`config.mk`:
```
export PLATFORM = sky130hd
export DESIGN_NAME = txsc_top
export DESIGN_NICKNAME = d
export VERILOG_FILES = /design/src/design/txsc_pkg.sv /design/src/design/txsc_ctl_if.sv /design/src/design/txsc_top.sv /design/src/design/txsc_start.sv
export VERILOG_INCLUDE_DIRS = /design/src /design/src/design
export SDC_FILE = /design/constraint.sdc
export NUM_CORES = 1
export LEC_CHECK = 0
export BUFFER_PORTS_ARGS = -buffer_cell sky130_fd_sc_hd__buf_2
export CAP_MARGIN = 20
export CORE_UTILIZATION = 44
export CTS_CLUSTER_DIAMETER = 80
export DETAILED_ROUTE_END_ITERATION = 8
export GPL_TIMING_DRIVEN = 0
export MAX_ROUTING_LAYER = met4
export PLACE_DENSITY = 0.83
export RECOVER_POWER = 100
export SETUP_SLACK_MARGIN = 0.4
export SYNTH_ARGS = -nofsm -noshare
export SYNTH_HDL_FRONTEND = slang
export SYNTH_SLANG_ARGS = --single-unit
```
`constraint.sdc`:
```
create_clock -name hclk -period 5.8 [get_ports hclk]
set_clock_uncertainty 0.15 [all_clocks]
set_input_delay 0.58 -clock hclk [delete_from_list [all_inputs] [get_ports hclk]]
set_output_delay 0.58 -clock hclk [all_outputs]
set_load 0.01 [all_outputs]
```
`src/design/txsc_map.svh`:
```
`ifndef TXSC_MAP_SVH
`define TXSC_MAP_SVH
// Register byte offsets.
`define TXSC_OFF_STATUS 12'h000
`define TXSC_OFF_ACCESS 12'h004
`define TXSC_OFF_MASK 12'h008
// Status bit positions.
`define TXSC_BIT_DONE 0
`define TXSC_BIT_STOPPED 1
`define TXSC_BIT_UNAVAIL 2
`define TXSC_BIT_JABBER 3
`define TXSC_BIT_ABNORMAL 15
`define TXSC_BIT_NORMAL 16
// Access register field positions.
`define TXSC_BIT_STORE_FWD 21
`define TXSC_BIT_SQE_DIS 19
`define TXSC_BIT_THR_HI 15
`define TXSC_BIT_THR_LO 14
// Descriptor flag positions.
`define TXSC_BIT_DESC_JABBER 14
`define TXSC_BIT_DESC_IRQ 31
// Reset values.
`define TXSC_RST_STATUS 4'h0
`define TXSC_RST_STORE_FWD 1'h0
`define TXSC_RST_SQE_DIS 1'h1
`define TXSC_RST_THR 2'h0
// Start levels in bytes, fast then slow line rate.
`define TXSC_LVL_F0 11'h080
`define TXSC_LVL_F1 11'h100
`define TXSC_LVL_F2 11'h200
`define TXSC_LVL_F3 11'h400
`define TXSC_LVL_S0 11'h048
`define TXSC_LVL_S1 11'h060
`define TXSC_LVL_S2 11'h080
`define TXSC_LVL_S3 11'h0a0
`endif

```
`src/design/txsc_pkg.sv`:
```
package txsc_pkg;
  typedef enum logic [2:0] {
    TXSC_STOP = 3'b001,
    TXSC_RUN = 3'b010,
    TXSC_SUSP = 3'b100
  } txsc_state_e;
  typedef logic [10:0] txsc_level_t;
endpackage

```
`src/design/txsc_ctl_if.sv`:
```
`timescale 1ns/1ns
// Carries the transmit control fields from the register file to the start logic.
interface txsc_ctl_if;
  logic store_fwd;
  logic [1:0] tx_threshold_sel;
  logic fast;
  modport src (output store_fwd, output tx_threshold_sel, output fast);
  modport dst (input store_fwd, input tx_threshold_sel, input fast);
endinterface

```
`src/design/txsc_top.sv`:
```
`timescale 1ns/1ns
`include "txsc_map.svh"
module txsc_top
  import txsc_pkg::*;
(
  input wire logic hclk,
  input wire logic hresetn,
  input wire logic hsel,
  input wire logic [11:0] haddr,
  input wire logic [1:0] htrans,
  input wire logic hwrite,
  input wire logic [2:0] hsize,
  input wire logic hready,
  input wire logic [31:0] hwdata,
  output logic [31:0] hrdata,
  output logic hreadyout,
  output logic hresp,
  input wire logic tx_start_cmd,
  input wire logic poll_demand,
  input wire logic jabber_expired,
  input wire logic desc_unavailable,
  input wire logic desc_owned,
  input wire logic frame_done,
  input wire logic first_desc_irq_on_done,
  input wire logic link_fast,
  input wire logic [10:0] fifo_bytes,
  input wire logic frame_whole,
  output logic line_start_ok,
  output logic desc_jabber_flag,
  output logic sqe_test_en,
  output logic [2:0] tx_state,
  output logic irq
);
  //////////////////////////////////////////////////////////////////////////////
  txsc_state_e state;
  txsc_state_e next_state;
  logic [3:0] status;
  logic [3:0] mask;
  logic store_fwd;
  logic sqe_dis;
  logic [1:0] thr;
  logic ph_valid;
  logic ph_write;
  logic [11:0] ph_addr;
  txsc_ctl_if ctl ();
  txsc_level_t start_level;

  // Address phase capture for the data phase.
  wire addr_take = hsel & hready & htrans[1];
  always_ff @(posedge hclk or negedge hresetn)
  begin
    if (!hresetn)
    begin
      ph_valid <= 1'b0;
      ph_write <= 1'b0;
      ph_addr <= 12'h000;
    end
    else
    begin
      ph_valid <= addr_take;
      ph_write <= hwrite;
      ph_addr <= haddr;
    end
  end

  // Write decode in the data phase; reads are decoded in the address phase.
  wire wr_status = ph_valid & ph_write & (ph_addr == `TXSC_OFF_STATUS);
  wire wr_access = ph_valid & ph_write & (ph_addr == `TXSC_OFF_ACCESS);
  wire wr_mask = ph_valid & ph_write & (ph_addr == `TXSC_OFF_MASK);
  wire rd_take = addr_take & ~hwrite;
  assign hreadyout = 1'b1;
  assign hresp = 1'b0;

  //////////////////////////////////////////////////////////////////////////////
  // Transmit state machine.
  wire stopped = (state == TXSC_STOP);
  always_comb
  begin
    next_state = state;
    case (state)
      TXSC_STOP:
      begin
        if (tx_start_cmd)
          next_state = TXSC_RUN;
      end
      TXSC_RUN:
      begin
        if (jabber_expired)
          next_state = TXSC_STOP;
        else if (desc_unavailable)
          next_state = TXSC_SUSP;
      end
      TXSC_SUSP:
      begin
        if (jabber_expired)
          next_state = TXSC_STOP;
        else if (desc_owned & poll_demand)
          next_state = TXSC_RUN;
      end
      default: next_state = TXSC_STOP;
    endcase
  end

  always_ff @(posedge hclk or negedge hresetn)
  begin
    if (!hresetn)
      state <= TXSC_STOP;
    else
      state <= next_state;
  end
  assign tx_state = state;

  // Descriptor jabber flag pulses the cycle after an expiry outside the stopped state so the engine writes it back.
  always_ff @(posedge hclk or negedge hresetn)
  begin
    if (!hresetn)
      desc_jabber_flag <= 1'b0;
    else
      desc_jabber_flag <= jabber_expired & ~stopped;
  end

  //////////////////////////////////////////////////////////////////////////////
  // Status events; a set in the same cycle as a clear wins.
  wire [3:0] ev;
  assign ev[`TXSC_BIT_DONE] = frame_done & first_desc_irq_on_done;
  assign ev[`TXSC_BIT_STOPPED] = stopped;
  assign ev[`TXSC_BIT_UNAVAIL] = (state == TXSC_RUN) & desc_unavailable & ~jabber_expired;
  assign ev[`TXSC_BIT_JABBER] = jabber_expired & ~stopped;
  wire [3:0] clr = wr_status ? hwdata[3:0] : 4'h0;

  genvar gi;
  generate
    for (gi = 0; gi < 4; gi++)
    begin : g_stat
      always_ff @(posedge hclk or negedge hresetn)
      begin
        if (!hresetn)
          status[gi] <= 1'b0;
        else
          status[gi] <= ev[gi] | (status[gi] & ~clr[gi]);
      end
    end
  endgenerate

  wire normal_sum = status[`TXSC_BIT_DONE] | status[`TXSC_BIT_UNAVAIL];
  wire abnormal_sum = status[`TXSC_BIT_STOPPED] | status[`TXSC_BIT_JABBER];

  //////////////////////////////////////////////////////////////////////////////
  // Access control and mask registers; access fields apply only while stopped, the mask at any time.
  wire acc_ok = wr_access & stopped;
  always_ff @(posedge hclk or negedge hresetn)
  begin
    if (!hresetn)
    begin
      store_fwd <= `TXSC_RST_STORE_FWD;
      sqe_dis <= `TXSC_RST_SQE_DIS;
      thr <= `TXSC_RST_THR;
      mask <= 4'h0;
    end
    else
    begin
      if (acc_ok)
      begin
        store_fwd <= hwdata[`TXSC_BIT_STORE_FWD];
        sqe_dis <= hwdata[`TXSC_BIT_SQE_DIS];
        thr <= hwdata[`TXSC_BIT_THR_HI:`TXSC_BIT_THR_LO];
      end
      if (wr_mask)
        mask <= hwdata[3:0];
    end
  end

  // SQE test only runs on the slow line rate.
  assign sqe_test_en = ~sqe_dis & ~link_fast;

  // Interrupt output follows unmasked status.
  assign irq = |(status & mask);

  //////////////////////////////////////////////////////////////////////////////
  // Read data multiplexer.
  wire [31:0] rd_status = {15'h0000, normal_sum, abnormal_sum, 11'h000, status};
  wire [31:0] rd_access = {10'h000, store_fwd, 1'b0, sqe_dis, 3'h0, thr, 14'h0000};
  wire [31:0] rd_mask = {28'h0000000, mask};
  wire [31:0] rd_sel = (haddr == `TXSC_OFF_STATUS) ? rd_status :
                       (haddr == `TXSC_OFF_ACCESS) ? rd_access :
                       (haddr == `TXSC_OFF_MASK) ? rd_mask : 32'h00000000;
  always_ff @(posedge hclk or negedge hresetn)
  begin
    if (!hresetn)
      hrdata <= 32'h00000000;
    else if (rd_take)
      hrdata <= rd_sel;
  end

  //////////////////////////////////////////////////////////////////////////////
  // Start decision.
  assign ctl.store_fwd = store_fwd;
  assign ctl.tx_threshold_sel = thr;
  assign ctl.fast = link_fast;
  txsc_start u_start (
    .ctl(ctl),
    .fifo_bytes(fifo_bytes),
    .frame_whole(frame_whole),
    .start_ok(line_start_ok),
    .level(start_level)
  );

  //////////////////////////////////////////////////////////////////////////////
  // Checks.
  a_jabber_stops: assert property (@(posedge hclk) disable iff (!hresetn)
    (jabber_expired && state != TXSC_STOP) |=> (state == TXSC_STOP) && status[3])
    else $error("Jabber expiry did not stop and flag.");
  a_unavail_susp: assert property (@(posedge hclk) disable iff (!hresetn)
    (state == TXSC_RUN && desc_unavailable && !jabber_expired) |=> state == TXSC_SUSP && status[2])
    else $error("Unavailable descriptor did not suspend.");
  a_stop_status: assert property (@(posedge hclk) disable iff (!hresetn)
    (state == TXSC_STOP) |=> status[1])
    else $error("Stopped state not reported.");
  a_done_gated: assert property (@(posedge hclk) disable iff (!hresetn)
    ($rose(status[0])) |-> $past(frame_done) && $past(first_desc_irq_on_done))
    else $error("Done status set without cause.");
  a_status_clear: assert property (@(posedge hclk) disable iff (!hresetn)
    (wr_status && hwdata[3] && !ev[3]) |=> !status[3])
    else $error("Write one did not clear.");
  a_status_sticky: assert property (@(posedge hclk) disable iff (!hresetn)
    (status[0] && !(wr_status && hwdata[0])) |=> status[0])
    else $error("Status bit dropped.");
  a_fwd_ignore: assert property (@(posedge hclk) disable iff (!hresetn)
    (store_fwd && !frame_whole) |-> !line_start_ok)
    else $error("Store-and-forward started early.");
  a_sqe_follow: assert property (@(posedge hclk) disable iff (!hresetn)
    (acc_ok && !hwdata[19]) |=> (sqe_test_en == !link_fast))
    else $error("SQE enable wrong.");
  a_thr_start: assert property (@(posedge hclk) disable iff (!hresetn)
    (!store_fwd && link_fast && thr == 2'h0 && fifo_bytes >= 11'h080) |-> line_start_ok)
    else $error("Threshold start missed.");

  // State machine checks beyond the basic transitions.
  a_jabber_flag: assert property (@(posedge hclk) disable iff (!hresetn)
    (jabber_expired && state != TXSC_STOP) |=> desc_jabber_flag)
    else $error("Descriptor jabber flag not raised.");
  a_flag_single: assert property (@(posedge hclk) disable iff (!hresetn)
    desc_jabber_flag |=> !desc_jabber_flag)
    else $error("Descriptor jabber flag held too long.");
  a_resume_run: assert property (@(posedge hclk) disable iff (!hresetn)
    (state == TXSC_SUSP && desc_owned && poll_demand && !jabber_expired) |=> state == TXSC_RUN)
    else $error("Suspended transmit did not resume.");
  a_susp_holds: assert property (@(posedge hclk) disable iff (!hresetn)
    (state == TXSC_SUSP && !(desc_owned && poll_demand) && !jabber_expired) |=> state == TXSC_SUSP)
    else $error("Suspended transmit left without cause.");
  a_stop_holds: assert property (@(posedge hclk) disable iff (!hresetn)
    (state == TXSC_STOP && !tx_start_cmd) |=> state == TXSC_STOP)
    else $error("Stopped transmit left without a start.");
  a_state_onehot: assert property (@(posedge hclk) disable iff (!hresetn)
    $onehot(state))
    else $error("Transmit state not one-hot.");

  // Status latch, clear and summary checks.
  a_done_clear: assert property (@(posedge hclk) disable iff (!hresetn)
    (wr_status && hwdata[0] && !ev[0]) |=> !status[0])
    else $error("Write one did not clear done.");
  a_rd_status: assert property (@(posedge hclk) disable iff (!hresetn)
    (rd_take && haddr == `TXSC_OFF_STATUS) |=> hrdata[3:0] == $past(status))
    else $error("Status read data wrong.");
  a_normal_sum: assert property (@(posedge hclk) disable iff (!hresetn)
    (ev[0] || ev[2]) |=> rd_status[16])
    else $error("Normal summary missing.");
  a_abnormal_sum: assert property (@(posedge hclk) disable iff (!hresetn)
    (ev[1] || ev[3]) |=> rd_status[15])
    else $error("Abnormal summary missing.");

  // Control field checks; a running engine keeps its fields.
  a_access_locked: assert property (@(posedge hclk) disable iff (!hresetn)
    (wr_access && !stopped) |=> $stable(store_fwd) && $stable(sqe_dis) && $stable(thr))
    else $error("Control fields changed while running.");
  a_access_taken: assert property (@(posedge hclk) disable iff (!hresetn)
    (wr_access && stopped) |=> store_fwd == $past(hwdata[`TXSC_BIT_STORE_FWD]) &&
      thr == $past(hwdata[`TXSC_BIT_THR_HI:`TXSC_BIT_THR_LO]))
    else $error("Control write not taken while stopped.");
  a_sqe_fast_off: assert property (@(posedge hclk) disable iff (!hresetn)
    link_fast |-> !sqe_test_en)
    else $error("SQE test enabled on the fast line rate.");

  // Start level checks at the slow rate and below the level.
  a_slow_start: assert property (@(posedge hclk) disable iff (!hresetn)
    (!store_fwd && !link_fast && thr == 2'h3 && fifo_bytes >= `TXSC_LVL_S3) |-> line_start_ok)
    else $error("Slow threshold start missed.");
  a_thr_wait: assert property (@(posedge hclk) disable iff (!hresetn)
    (!frame_whole && fifo_bytes < start_level) |-> !line_start_ok)
    else $error("Frame started below the level.");

  // Coverage of the main scenarios.
  c_jabber: cover property (@(posedge hclk) disable iff (!hresetn) state == TXSC_RUN ##1 state == TXSC_STOP);
  c_unavail: cover property (@(posedge hclk) disable iff (!hresetn) state == TXSC_RUN ##1 state == TXSC_SUSP);
  c_resume: cover property (@(posedge hclk) disable iff (!hresetn) state == TXSC_SUSP ##1 state == TXSC_RUN);
  c_irq: cover property (@(posedge hclk) disable iff (!hresetn) $rose(irq));
  c_clear: cover property (@(posedge hclk) disable iff (!hresetn) $fell(status[0]));
endmodule

```
`src/design/txsc_start.sv`:
```
`timescale 1ns/1ns
`include "txsc_map.svh"
// Decides when a frame may start on the line.
module txsc_start
  import txsc_pkg::*;
(
  txsc_ctl_if.dst ctl,
  input wire logic [10:0] fifo_bytes,
  input wire logic frame_whole,
  output logic start_ok,
  output txsc_level_t level
);
  // Start level lookup by line rate and code.
  always_comb
  begin
    case ({ctl.fast, ctl.tx_threshold_sel})
      3'h4: level = `TXSC_LVL_F0;
      3'h5: level = `TXSC_LVL_F1;
      3'h6: level = `TXSC_LVL_F2;
      3'h7: level = `TXSC_LVL_F3;
      3'h0: level = `TXSC_LVL_S0;
      3'h1: level = `TXSC_LVL_S1;
      3'h2: level = `TXSC_LVL_S2;
      default: level = `TXSC_LVL_S3;
    endcase
  end
  // Store-and-forward waits for the whole frame; otherwise the level or the whole frame.
  assign start_ok = frame_whole | (~ctl.store_fwd & (fifo_bytes >= level));
endmodule

```
==> results of run 1 <==
routing by layer:
metal	vias to the layer above	wire [microns]	global-route usage
met5	-	0	-
met4	0	42	0.0544
met3	6	253	0.0538
met2	62	1880	0.279
met1	705	1730	0.202
li1	766	-	-
through the flow:
step / power [W] / area [sq um]
after detailed placement: 0.000402 / 2470
after CTS: 0.000588 / 2560
after global placement: 0.000398 / 2470
after floorplan: 0.000362 / 2100
final: 0.000575 / 2470
after global routing: 0.000602 / 2470
report_power, final:
| group | switching, W | total [W] | internal (W) |
|---|---|---|---|
| clock network | 0.0000907 | 0.000187 | 0.0000958 |
| registers | 0.0000135 | 0.000301 | 0.000288 |
| logic | 0.0000447 | 0.0000876 | 0.0000429 |
placed cells by master, fill, tap and decap left out, drive strengths merged, types with 6 or more instances in the layout:
master / synthesis / final
buf: 25 / 60
dfrtp: 37 / 37
clkbuf: 1 / 34
conb: 2 / 25
nand2: 17 / 17
nand3: 10 / 10
mux2: 8 / 8
ha: 7 / 7
nor2: 6 / 6
kinds of logic (layout without fill, tap and decap cells):
family,count (synthesis),after routing,synth area share
adder cells (fa/ha/maj),7,7,0.0436
flip-flops,39,39,0.487
other,2,25,0.00374
AND/OR/NAND/NOR,65,65,0.221
AO/OA/AOI/OAI,23,23,0.0871
buffers and inverters,29,98,0.101
multiplexers,9,9,0.0572
sequential cells by signal (all words and copies together), names as in the netlist:
register,flops
ctl.store_fwd,1
ctl.tx_threshold_sel,2
desc_jabber_flag,1
hrdata,9
mask,4
ph_addr,12
ph_valid,1
ph_write,1
rd_status,4
sqe_dis,1
tx_state,3
critical path: cells and delay by family, from the launching register on:
kind	cells	cell delay, ns
fa+ha+maj	1	0.31
simple gates	1	0.34
compound gates	4	0.63
flops	1	0.46
buf+inv	1	0.14
synth_stat cells, types with 3 or more instances:
cell     number  area, sq um
nand4_1       4         25.0
mux2_4        4         60.1
nand3_1       9         45.0
dfrtp_1      37          926
a22o_1        4         35.0
nor2_1        6         22.5
nand2_1      17         63.8
a21oi_1       3         15.0
buf_4        25          188
mux2_2        4         45.0
inv_1         3         11.3
ha_1          7         87.6
worst paths after layout:
path / to / startpoint / slack [ns] / cells after the start
worst max-delay path: line_start_ok / ctl.tx_threshold_sel[1] / 2.89 / 7
worst min-delay path: ph_addr[6] / haddr[6] / 0.25 / 1
worst max register to register: ctl.tx_threshold_sel[1] / tx_state[0] / 3.35 / 3
worst min register to register: hrdata[16] / hrdata[16] / 0.32 / 2
max in group asynchronous: hrdata[16] / hresetn / 3.69 / 1
min in group asynchronous: desc_jabber_flag / hresetn / 0.68 / 1
cell type report:
type / count / area share
plain buffers: 26 / 0.0776
multi-input cells: 129 / 0.347
inverters: 3 / 0.00457
clock inverters: 1 / 0.00203
clock buffers: 7 / 0.0350
well taps: 52 / 0.0264
flip-flops and latches: 39 / 0.397
repair buffers: 61 / 0.111
==> summary.md, run 1 <==
| Metric | Value |
|---|---|
| Final Hold Viols | `0` |
| Crit Path Max Fanout | `8` |
| Row Count | `24` |
| GP Congestion | `0.808` |
| H-tree levels | `2` |
| Status | `complete, but fails checks` |
| Rel. slew slack | `-0.309` |
| Yosys reg bits | `39` |
| Avg Inst Size Synth | `11.6 sq um` |
| PwrDens | `233 mW/mm^2` |
| Total of max-cap violations | `1` |
| Asr flop ratio synth | `1.00` |
| Worst-skew pair later-pin latency | `0.29 ns` |
| Largest net degree at the start of global routing | `40` |
| DRC viols | `0` |
| Worst Path Arrival | `2.18 ns` |
| Inst Count DP | `310` |
| Final min period | `2.91 ns` |
| Footprint of the multi-input gates | `856 sq um` |
| RSZ-0062 raised after global routing | `false` |
| Diodes inserted | `0` |
| Final non-filler cell total | `318` |
| CTS tree | `done` |
| DR vias/cell | `4.84` |
| Initial Util | `0.459` |
| Setup CP Type | `reg2out` |
| Grt ovf | `0` |
| Register Area | `978 sq um` |
| Setup violators final | `0` |
| Final HPWL DP | `3050 microns` |
| Fin Hold WS | `0.248 ns` |
| Seq/Total Area, Yosys | `0.487` |
| All-Layer GR Usage | `0.171` |
| Crit start category | `flip-flop` |
| CP endpoint kind | `primary output` |
| Filler cell count | `411` |
| Slew @ Worst Pin | `1.96 ns` |
| Post-Syn Instances | `174` |
| Final setup margin | `2.89 ns` |
| Pre-antenna DRT Iters | `4` |
| Clk sinks | `39` |
| Tcrit/Tclk final | `0.501` |
| Share of post-route cells with drive strength above 1 | `0.297` |
| Failing checks | `capacitance limit, slew limit` |
| Antenna-violating nets left | `0` |
| Antenna violations before repair | `0` |
| Pre-CTS setup slack | `2.95 ns` |
| Synth Flop Type | `dfrtp_1` |
| Fin Setup TNS | `0 ns` |
| Postcts setup bufs | `0` |
| Worst path required time | `5.07 ns` |
| Post-CTS sizing | `0` |
| Die Ht | `69.6 microns` |
| Final core occ | `0.563` |
| Clock root buffer | `clkbuf_8` |
| Max Slew Vio Count | `40` |
| Vias after detailed routing | `1,539` |
| I/O Pins | `115` |
| I/O Buffers | `61` |
| Pleak | `1.21 nW` |
| Slowest CP cell | `dfrtp_1` |
| Hold Crit Class | `in2reg` |
| Area grow syn2layout | `22.7%` |
| CORE AREA | `0.00438 sq mm` |
| Vias in the first global route | `1,392` |
| Number of flops mapped to enable cells by yosys | `0` |
| Cts-stage hold buffer count | `0` |
| DIE AREA | `0.00484 sq mm` |
| WL/cell | `12.3 microns` |
| Worst path cell trace | `or2_2, ha_1, a21oi_1, o21ai_0, a221oi_1, o221ai_1, clkbuf_1` |
| First-pass GRT wire length | `6330 microns` |
| CP peak stage delay | `0.46 ns` |
| Total Routed Length | `3910 microns` |
| VDD IR-drop max | `0.171 mV` |
| F_max | `344 MHz` |
| Yosys Warn Count | `0` |
| Iteration-0 DRC count of the detailed router | `38` |
| Die X | `69.6 microns` |
| Final #Nets | `346` |
| Cell area after synthesis | `0.00201 sq mm` |
| Clock-pin slew on the worst setup and hold paths | `0.07 ns` |
| CTS max path bufs | `2` |
| Num CTS Buffers | `5` |
| Unique masters post-synth | `51` |
Note: power is estimated with default switching activity, not from simulation.
==> run 2, diff against run 1 <==
==> constraint.sdc (replaced) <==
create_clock -name hclk -period 3 [get_ports hclk]
set_clock_uncertainty 0.15 [all_clocks]
set_input_delay 0.3 -clock hclk [delete_from_list [all_inputs] [get_ports hclk]]
set_output_delay 0.3 -clock hclk [all_outputs]
set_load 0.01 [all_outputs]
==> run 2 against run 1 <==
Against the previous run: the run now ends clean; total power grew 97%; first-iteration DRC count shrank 29%; wire length grew 8.0%; via count grew 4.4%; setup slack lost 2.5 ns; critical endpoint is now hrdata[14]; largest cell class unchanged; highest routed layer unchanged.
==> summary.md, run 2 (synthesis results as in run 1) <==
| Metric | Value |
|---|---|
| Crit start category | `input pin` |
| Crit Path Max Fanout | `7 (-1)` |
| Num CTS Buffers | `5 (unchanged)` |
| Footprint of the multi-input gates | `887 sq um (+3.7%)` |
| CORE AREA | `0.00438 sq mm (unchanged)` |
| Row Count | `24 (unchanged)` |
| Crit path buf inv count | `2 (+1)` |
| Slowest CP cell | `nor3_1` |
| Tcrit/Tclk final | `0.857` |
| Inst Count DP | `310 (unchanged)` |
| Worst Path Arrival | `2.65 ns (+0.47 ns)` |
| Setup violators final | `0 (unchanged)` |
| I/O Pins | `115 (unchanged)` |
| Die Ht | `69.6 microns (unchanged)` |
| Largest net degree at the start of global routing | `40 (unchanged)` |
| DIE AREA | `0.00484 sq mm (unchanged)` |
| Worst path cell trace | `dlygate4sd3_1, buf_2, or4_1, nor3_1, and3_1, a22o_1` |
| Die X | `69.6 microns (unchanged)` |
| DR vias/cell | `4.84 (about the same)` |
| Total Routed Length | `4220 microns (+8.0%)` |
| Worst path required time | `3.08 ns (-1.99 ns)` |
| H-tree levels | `2 (unchanged)` |
| First-pass GRT wire length | `6780 microns (+7.1%)` |
| Clk sinks | `39 (unchanged)` |
| Worst-skew pair later-pin latency | `0.29 ns (about the same)` |
| Slew @ Worst Pin | `0.872 ns (-1.09 ns)` |
| Top reg by flops | `ph_addr` |
| CP peak stage delay | `0.66 ns (+0.20 ns)` |
| Diodes inserted | `0 (unchanged)` |
| Setup CP Type | `in2reg` |
| Top layer in use | `met4` |
| Final Hold Viols | `0 (unchanged)` |
| Internal | `0.000839 W (+97%)` |
| Fin Setup TNS | `0 ns (unchanged)` |
| Combinational share of power | `0.167 (+0.015)` |
| Grt ovf | `0 (unchanged)` |
| Initial Util | `0.459 (unchanged)` |
| CTS tree | `done` |
| Sequential Power Share | `0.514 (-0.009)` |
| WL/cell | `12.7 microns (+3.5%)` |
| Filler cell count | `393 (-4.4%)` |
| Antenna-violating nets left | `0 (unchanged)` |
| Clock-pin slew on the worst setup and hold paths | `0.07 ns (about the same)` |
| Commonest cells after routing, fill and taps aside | `36 x buf_2, 35 x dfrtp_1, 27 x clkbuf_1` |
| Kind of cell adding the most delay to the critical path | `simple AND/OR/NAND/NOR gates` |
| Share of post-route cells with drive strength above 1 | `0.318 (+0.0209)` |
| VDD IR-drop max | `0.333 mV (+94%)` |
| CP endpoint kind | `flip-flop` |
| Rel. slew slack | `0.410 (+0.719)` |
| Area grow syn2layout | `31.3%` |
| Sw Pwr | `0.000294 W (+97%)` |
| Antenna violations before repair | `0 (unchanged)` |
| Wire length on met3 | `254 microns (+0.40%)` |
| Final HPWL DP | `3050 microns (unchanged)` |
| Pre-antenna DRT Iters | `4 (unchanged)` |
| PwrDens | `429 mW/mm^2 (+84%)` |
| DRC viols | `0 (unchanged)` |
| F_max | `389 MHz` |
| Clock root buffer | `clkbuf_8` |
| Vias in the first global route | `1,501 (+7.8%)` |
| Hold Crit Class | `in2reg` |
| Register Area | `981 sq um (+0.26%)` |
| Total of max-cap violations | `0 (-1)` |
| Detail Route met2 WL | `2100 microns (+11%)` |
| I/O Buffers | `61 (unchanged)` |
| All-Layer GR Usage | `0.183 (+0.0119)` |
| Pleak | `1.28 nW (+5.5%)` |
| Iteration-0 DRC count of the detailed router | `27 (-29%)` |
| Clock power frac | `0.319 (-0.005)` |
| RSZ-0062 raised after global routing | `false` |
| Vias after detailed routing | `1,606 (+4.4%)` |
| Final #Nets | `360 (+4.0%)` |
| Routed met1 length | `1830 microns (+5.6%)` |
| Status | `finished clean` |
| CTS max path bufs | `2 (unchanged)` |
| GP Congestion | `0.808 (unchanged)` |
| Biggest regs | `ph_addr (12), hrdata (9)` |
| Sw Ratio | `0.260 (+0.000716)` |
| Final non-filler cell total | `332 (+4.4%)` |
| Max Slew Vio Count | `0 (-100%)` |
| Commonest non-fill, non-tap cell in the layout | `buf_2` |
| Max reg flops | `12 (unchanged)` |
| Final min period | `2.57 ns` |
## run 2: worst paths after layout
kind	from	endpoint	slack, ns	cells past startpoint
worst max-delay path	haddr[6]	hrdata[14]	0.43	6
worst min-delay path	haddr[2]	ph_addr[2]	0.03	1
worst max register to register	tx_state[0]	ctl.tx_threshold_sel[1]	0.55	3
worst min register to register	hrdata[16]	hrdata[16]	0.32	2
max in group asynchronous	hresetn	ctl.tx_threshold_sel[1]	1.63	2
min in group asynchronous	hresetn	desc_jabber_flag	0.50	2
## run 2: layer usage
metal	vias to the layer above	GRT usage
met5	-	-
met4	0	0.0544
met3	6	0.0552
met2	64	0.309
met1	743	0.211
li1	793	-
## run 2: timing repair
| item | in CTS | in global routing |
|---|---|---|
| pin swaps | 1 | 4 |
| setup endpoints to repair | 1 | 1 |
| endpoints found under the hold margin | 48 | 0 |
| gates resized for setup | 1 | 8 |
| buffers inserted | 1 | 1 |
| hold buffers | 12 | 0 |
## run 2: layout make-up
| cell class | count | area share |
|---|---|---|
| tap | 52 | 0.0246 |
| multi-input combinational | 129 | 0.336 |
| sequential | 39 | 0.372 |
| inverter | 3 | 0.00427 |
| clock buffer | 7 | 0.0327 |
| buffer | 26 | 0.0725 |
| clock inverter | 1 | 0.00190 |
| timing repair buffer | 75 | 0.156 |
## run 2: power groups by stage
stage               clock network [W]  logic (W)  registers (W)
floorplan                           0   0.000106       0.000593
global placement                    0   0.000176       0.000593
detailed placement                  0   0.000183       0.000594
CTS                          0.000368   0.000195       0.000585
global route                 0.000389   0.000210       0.000586
finish                       0.000361   0.000190       0.000582
## run 2: stage by stage
stage / power (W) / util / hold slack [ns] / setup slack [ns] / cell area, sq um
finish: 0.00113 / 0.602 / 0.0340 / 0.430 / 2640
global route: 0.00119 / 0.602 / 0.0335 / 0.296 / 2640
CTS: 0.00115 / 0.613 / 0.00653 / 0.410 / 2690
detailed placement: 0.000777 / 0.563 / 0.274 / 0.672 / 2470
global placement: 0.000769 / 0.563 / 0.272 / 0.694 / 2470
floorplan: 0.000700 / - / -0.146 / 0.927 / 2100
==> run 3, diff against run 2 <==
--- a/config.mk
+++ b/config.mk
@@ -6,14 +6,14 @@
 export SDC_FILE = /design/constraint.sdc
 export NUM_CORES = 1
 export LEC_CHECK = 0
-export BUFFER_PORTS_ARGS = -buffer_cell sky130_fd_sc_hd__buf_2
 export CAP_MARGIN = 20
 export CORE_UTILIZATION = 44
 export CTS_CLUSTER_DIAMETER = 80
 export DETAILED_ROUTE_END_ITERATION = 8
+export DONT_BUFFER_PORTS = 1
 export GPL_TIMING_DRIVEN = 0
 export MAX_ROUTING_LAYER = met4
-export PLACE_DENSITY = 0.83
+export PLACE_DENSITY = 0.62
 export RECOVER_POWER = 100
 export SETUP_SLACK_MARGIN = 0.4
 export SYNTH_ARGS = -nofsm -noshare
==> run 3 against run 2 <==
Against the previous run: register-to-register slack got worse by 0.14 ns; first-iteration DRC count rose by 22%; clock-buffer cell count fell by 2; fmax fell by 0.89%; total power rose by 11%; hold slack got worse by 0.030 ns; die area did not move; clock power rose by 42%; final area fell by 5.2%; final cell count fell by 15%; setup slack got worse by 0.023 ns.
==> summary.md, run 3 (synthesis results as in run 1) <==
| Metric | Value |
|---|---|
| Status | `finished clean` |
| Internal | `0.000970 W (+16%)` |
| DRC viols | `0 (unchanged)` |
| Diodes inserted | `0 (unchanged)` |
| Crit start category | `flip-flop` |
| GP Congestion | `0.768 (-4.9%)` |
| Antenna-violating nets left | `0 (unchanged)` |
| PwrDens | `502 mW/mm^2 (+17%)` |
| Worst R2R Path Depth | `3 (unchanged)` |
| Final min period | `2.59 ns (+0.0231 ns)` |
| Worst path required time | `3.03 ns (-0.05 ns)` |
| DR vias/cell | `5.12 (+5.8%)` |
| Num CTS Buffers | `5 (unchanged)` |
| Share of post-route cells with drive strength above 1 | `0.213 (-0.105)` |
| Slew @ Worst Pin | `0.937 ns (+0.0647 ns)` |
| Sw Ratio | `0.228 (-0.0320)` |
| Die Ht | `69.6 microns (unchanged)` |
| All-Layer GR Usage | `0.197 (+0.0137)` |
| Hold Path Sink | `mask[3]` |
| Rel. slew slack | `0.367 (-0.0437)` |
| Final #Nets | `310 (-14%)` |
| Area grow syn2layout | `24.5%` |
| RSZ-0062 raised after global routing | `false` |
| Slowest CP cell | `nor4b_1` |
| Max Slew Vio Count | `0 (unchanged)` |
| Largest net degree at the start of global routing | `40 (unchanged)` |
| CTS tree | `done` |
| Min-delay src | `hwdata[3]` |
| I/O Pins | `115 (unchanged)` |
| Kind of cell adding the most delay to the critical path | `simple AND/OR/NAND/NOR gates` |
| Initial Util | `0.459 (unchanged)` |
| Die X | `69.6 microns (unchanged)` |
| Total of max-cap violations | `0 (unchanged)` |
| CP endpoint kind | `flip-flop` |
| Worst path cell trace | `or3b_1, nor4b_1, mux2_2` |
| Setup violators final | `0 (unchanged)` |
| Fin Setup TNS | `0 ns (unchanged)` |
| DIE AREA | `0.00484 sq mm (unchanged)` |
| F_max | `386 MHz (-0.89%)` |
| Crit path buf inv count | `0 (-2)` |
| Pleak | `1.17 nW (-8.5%)` |
| Tcrit/Tclk final | `0.864 (+0.00769)` |
| Top reg by flops | `ph_addr` |
| Sequential Power Share | `0.469 (-0.045)` |
| Final Hold Viols | `0 (unchanged)` |
| Vias in the first global route | `1,543 (+2.8%)` |
| Combinational share of power | `0.122 (-0.045)` |
| CORE AREA | `0.00438 sq mm (unchanged)` |
| WL/cell | `15.2 microns (+20%)` |
| Iteration-0 DRC count of the detailed router | `33 (+22%)` |
| Worst-skew pair later-pin latency | `0.29 ns (about the same)` |
| CP peak stage delay | `0.83 ns (+0.17 ns)` |
| Grt ovf | `0 (unchanged)` |
| Filler cell count | `391 (-0.51%)` |
| Clock-pin slew on the worst setup and hold paths | `0.08 ns (about the same)` |
| Commonest non-fill, non-tap cell in the layout | `dfrtp_1` |
| Fin Hold WS | `0.00396 ns (-0.0300 ns)` |
| Worst R2R Setup Slack | `0.41 ns (-0.14 ns)` |
| Footprint of the multi-input gates | `862 sq um (-2.8%)` |
| Row Count | `24 (unchanged)` |
| Vias after detailed routing | `1,443 (-10%)` |
| Total Routed Length | `4300 microns (+1.7%)` |
| Worst Path Arrival | `2.63 ns (-0.02 ns)` |
| Reg2reg start | `tx_state[0]` |
| Sw Pwr | `0.000286 W (-2.8%)` |
| Crit Path Max Fanout | `5 (-2)` |
| Max reg flops | `12 (unchanged)` |
| Clock power frac | `0.410 (+0.091)` |
| I/O Buffers | `0 (-100%)` |
| Hold path cells | `1 (unchanged)` |
| Biggest regs | `ph_addr (12), hrdata (9)` |
| Pre-antenna DRT Iters | `4 (unchanged)` |
| Register Area | `980 sq um (-0.13%)` |
| CTS max path bufs | `2 (unchanged)` |
| Clk sinks | `39 (unchanged)` |
| Setup CP Type | `reg2reg` |
| Antenna violations before repair | `0 (unchanged)` |
| Total Power | `0.00126 W (+11%)` |
| VDD IR-drop max | `0.330 mV (-1.1%)` |
| Hold Crit Class | `in2reg` |
| Final HPWL DP | `3140 microns (+3.1%)` |
| Clock root buffer | `clkbuf_8` |
| First-pass GRT wire length | `7130 microns (+5.3%)` |
| Commonest cells after routing, fill and taps aside | `36 x dfrtp_1, 26 x buf_4, 25 x conb_1` |
| Reg2reg end | `ctl.tx_threshold_sel[0]` |
| H-tree levels | `2 (unchanged)` |
## run 3: cell types whose count changed in the layout (fill, tap and decap cells not counted), moves of 2 or more
cell / before / now
clkbuf_1: 27 / 1
bufinv_16: 0 / 2
nor2_2: 2 / 0
buf_2: 36 / 0
dlygate4sd3_1: 12 / 23
nor2_1: 4 / 6
## run 3: power by group through the flow
stage	Sequential, W	Clock (W)	Combinational (W)
after floorplan	0.000593	0	0.000106
after global placement	0.000600	0	0.000115
after detailed placement	0.000602	0	0.000120
after CTS	0.000591	0.000530	0.000157
after global routing	0.000595	0.000552	0.000169
final	0.000589	0.000514	0.000153
## run 3: how the worst max path moves through the flow
stage / from / endpoint / cells after the start
finish: tx_state[0] / ctl.tx_threshold_sel[0] / 3
global route: tx_state[0] / ctl.tx_threshold_sel[0] / 3
CTS: ctl.tx_threshold_sel[1] / line_start_ok / 6
detailed placement: ctl.tx_threshold_sel[1] / line_start_ok / 6
global placement: ctl.tx_threshold_sel[1] / line_start_ok / 6
floorplan: ctl.tx_threshold_sel[1] / line_start_ok / 6
## run 3: layer usage
layer,global-route usage,share of wire
met5,-,0
met4,0.0748,0.016
met3,0.0552,0.071
met2,0.341,0.52
met1,0.214,0.39
## run 3: area by class of cell
class	instances	share of cell area
Multi-Input combinational cell	129	0.344
Inverter	3	0.00450
Clock inverter	3	0.0270
Buffer	26	0.0765
Sequential cell	39	0.391
Clock buffer	5	0.0275
Timing Repair Buffer	25	0.103
Tap cell	52	0.0260
## run 3: repair_timing
| action | in CTS | in global routing |
|---|---|---|
| pin swaps | 2 | 1 |
| hold buffers | 22 | 2 |
| setup buffers | 1 | 0 |
| gates resized for setup | 1 | 2 |
| endpoints found under the hold margin | 59 | 2 |
| endpoints found under the setup margin | 1 | 1 |
## run 3: stage by stage
stage / worst slack [ns] / std cells / utilization / cell area [sq um]
after floorplan: 0.927 / 197 / - / 2100
after global placement: 0.765 / 249 / 0.493 / 2160
after detailed placement: 0.700 / 249 / 0.493 / 2160
after CTS: 0.418 / 280 / 0.579 / 2540
after global routing: 0.316 / 282 / 0.571 / 2500
final: 0.407 / 282 / 0.571 / 2500
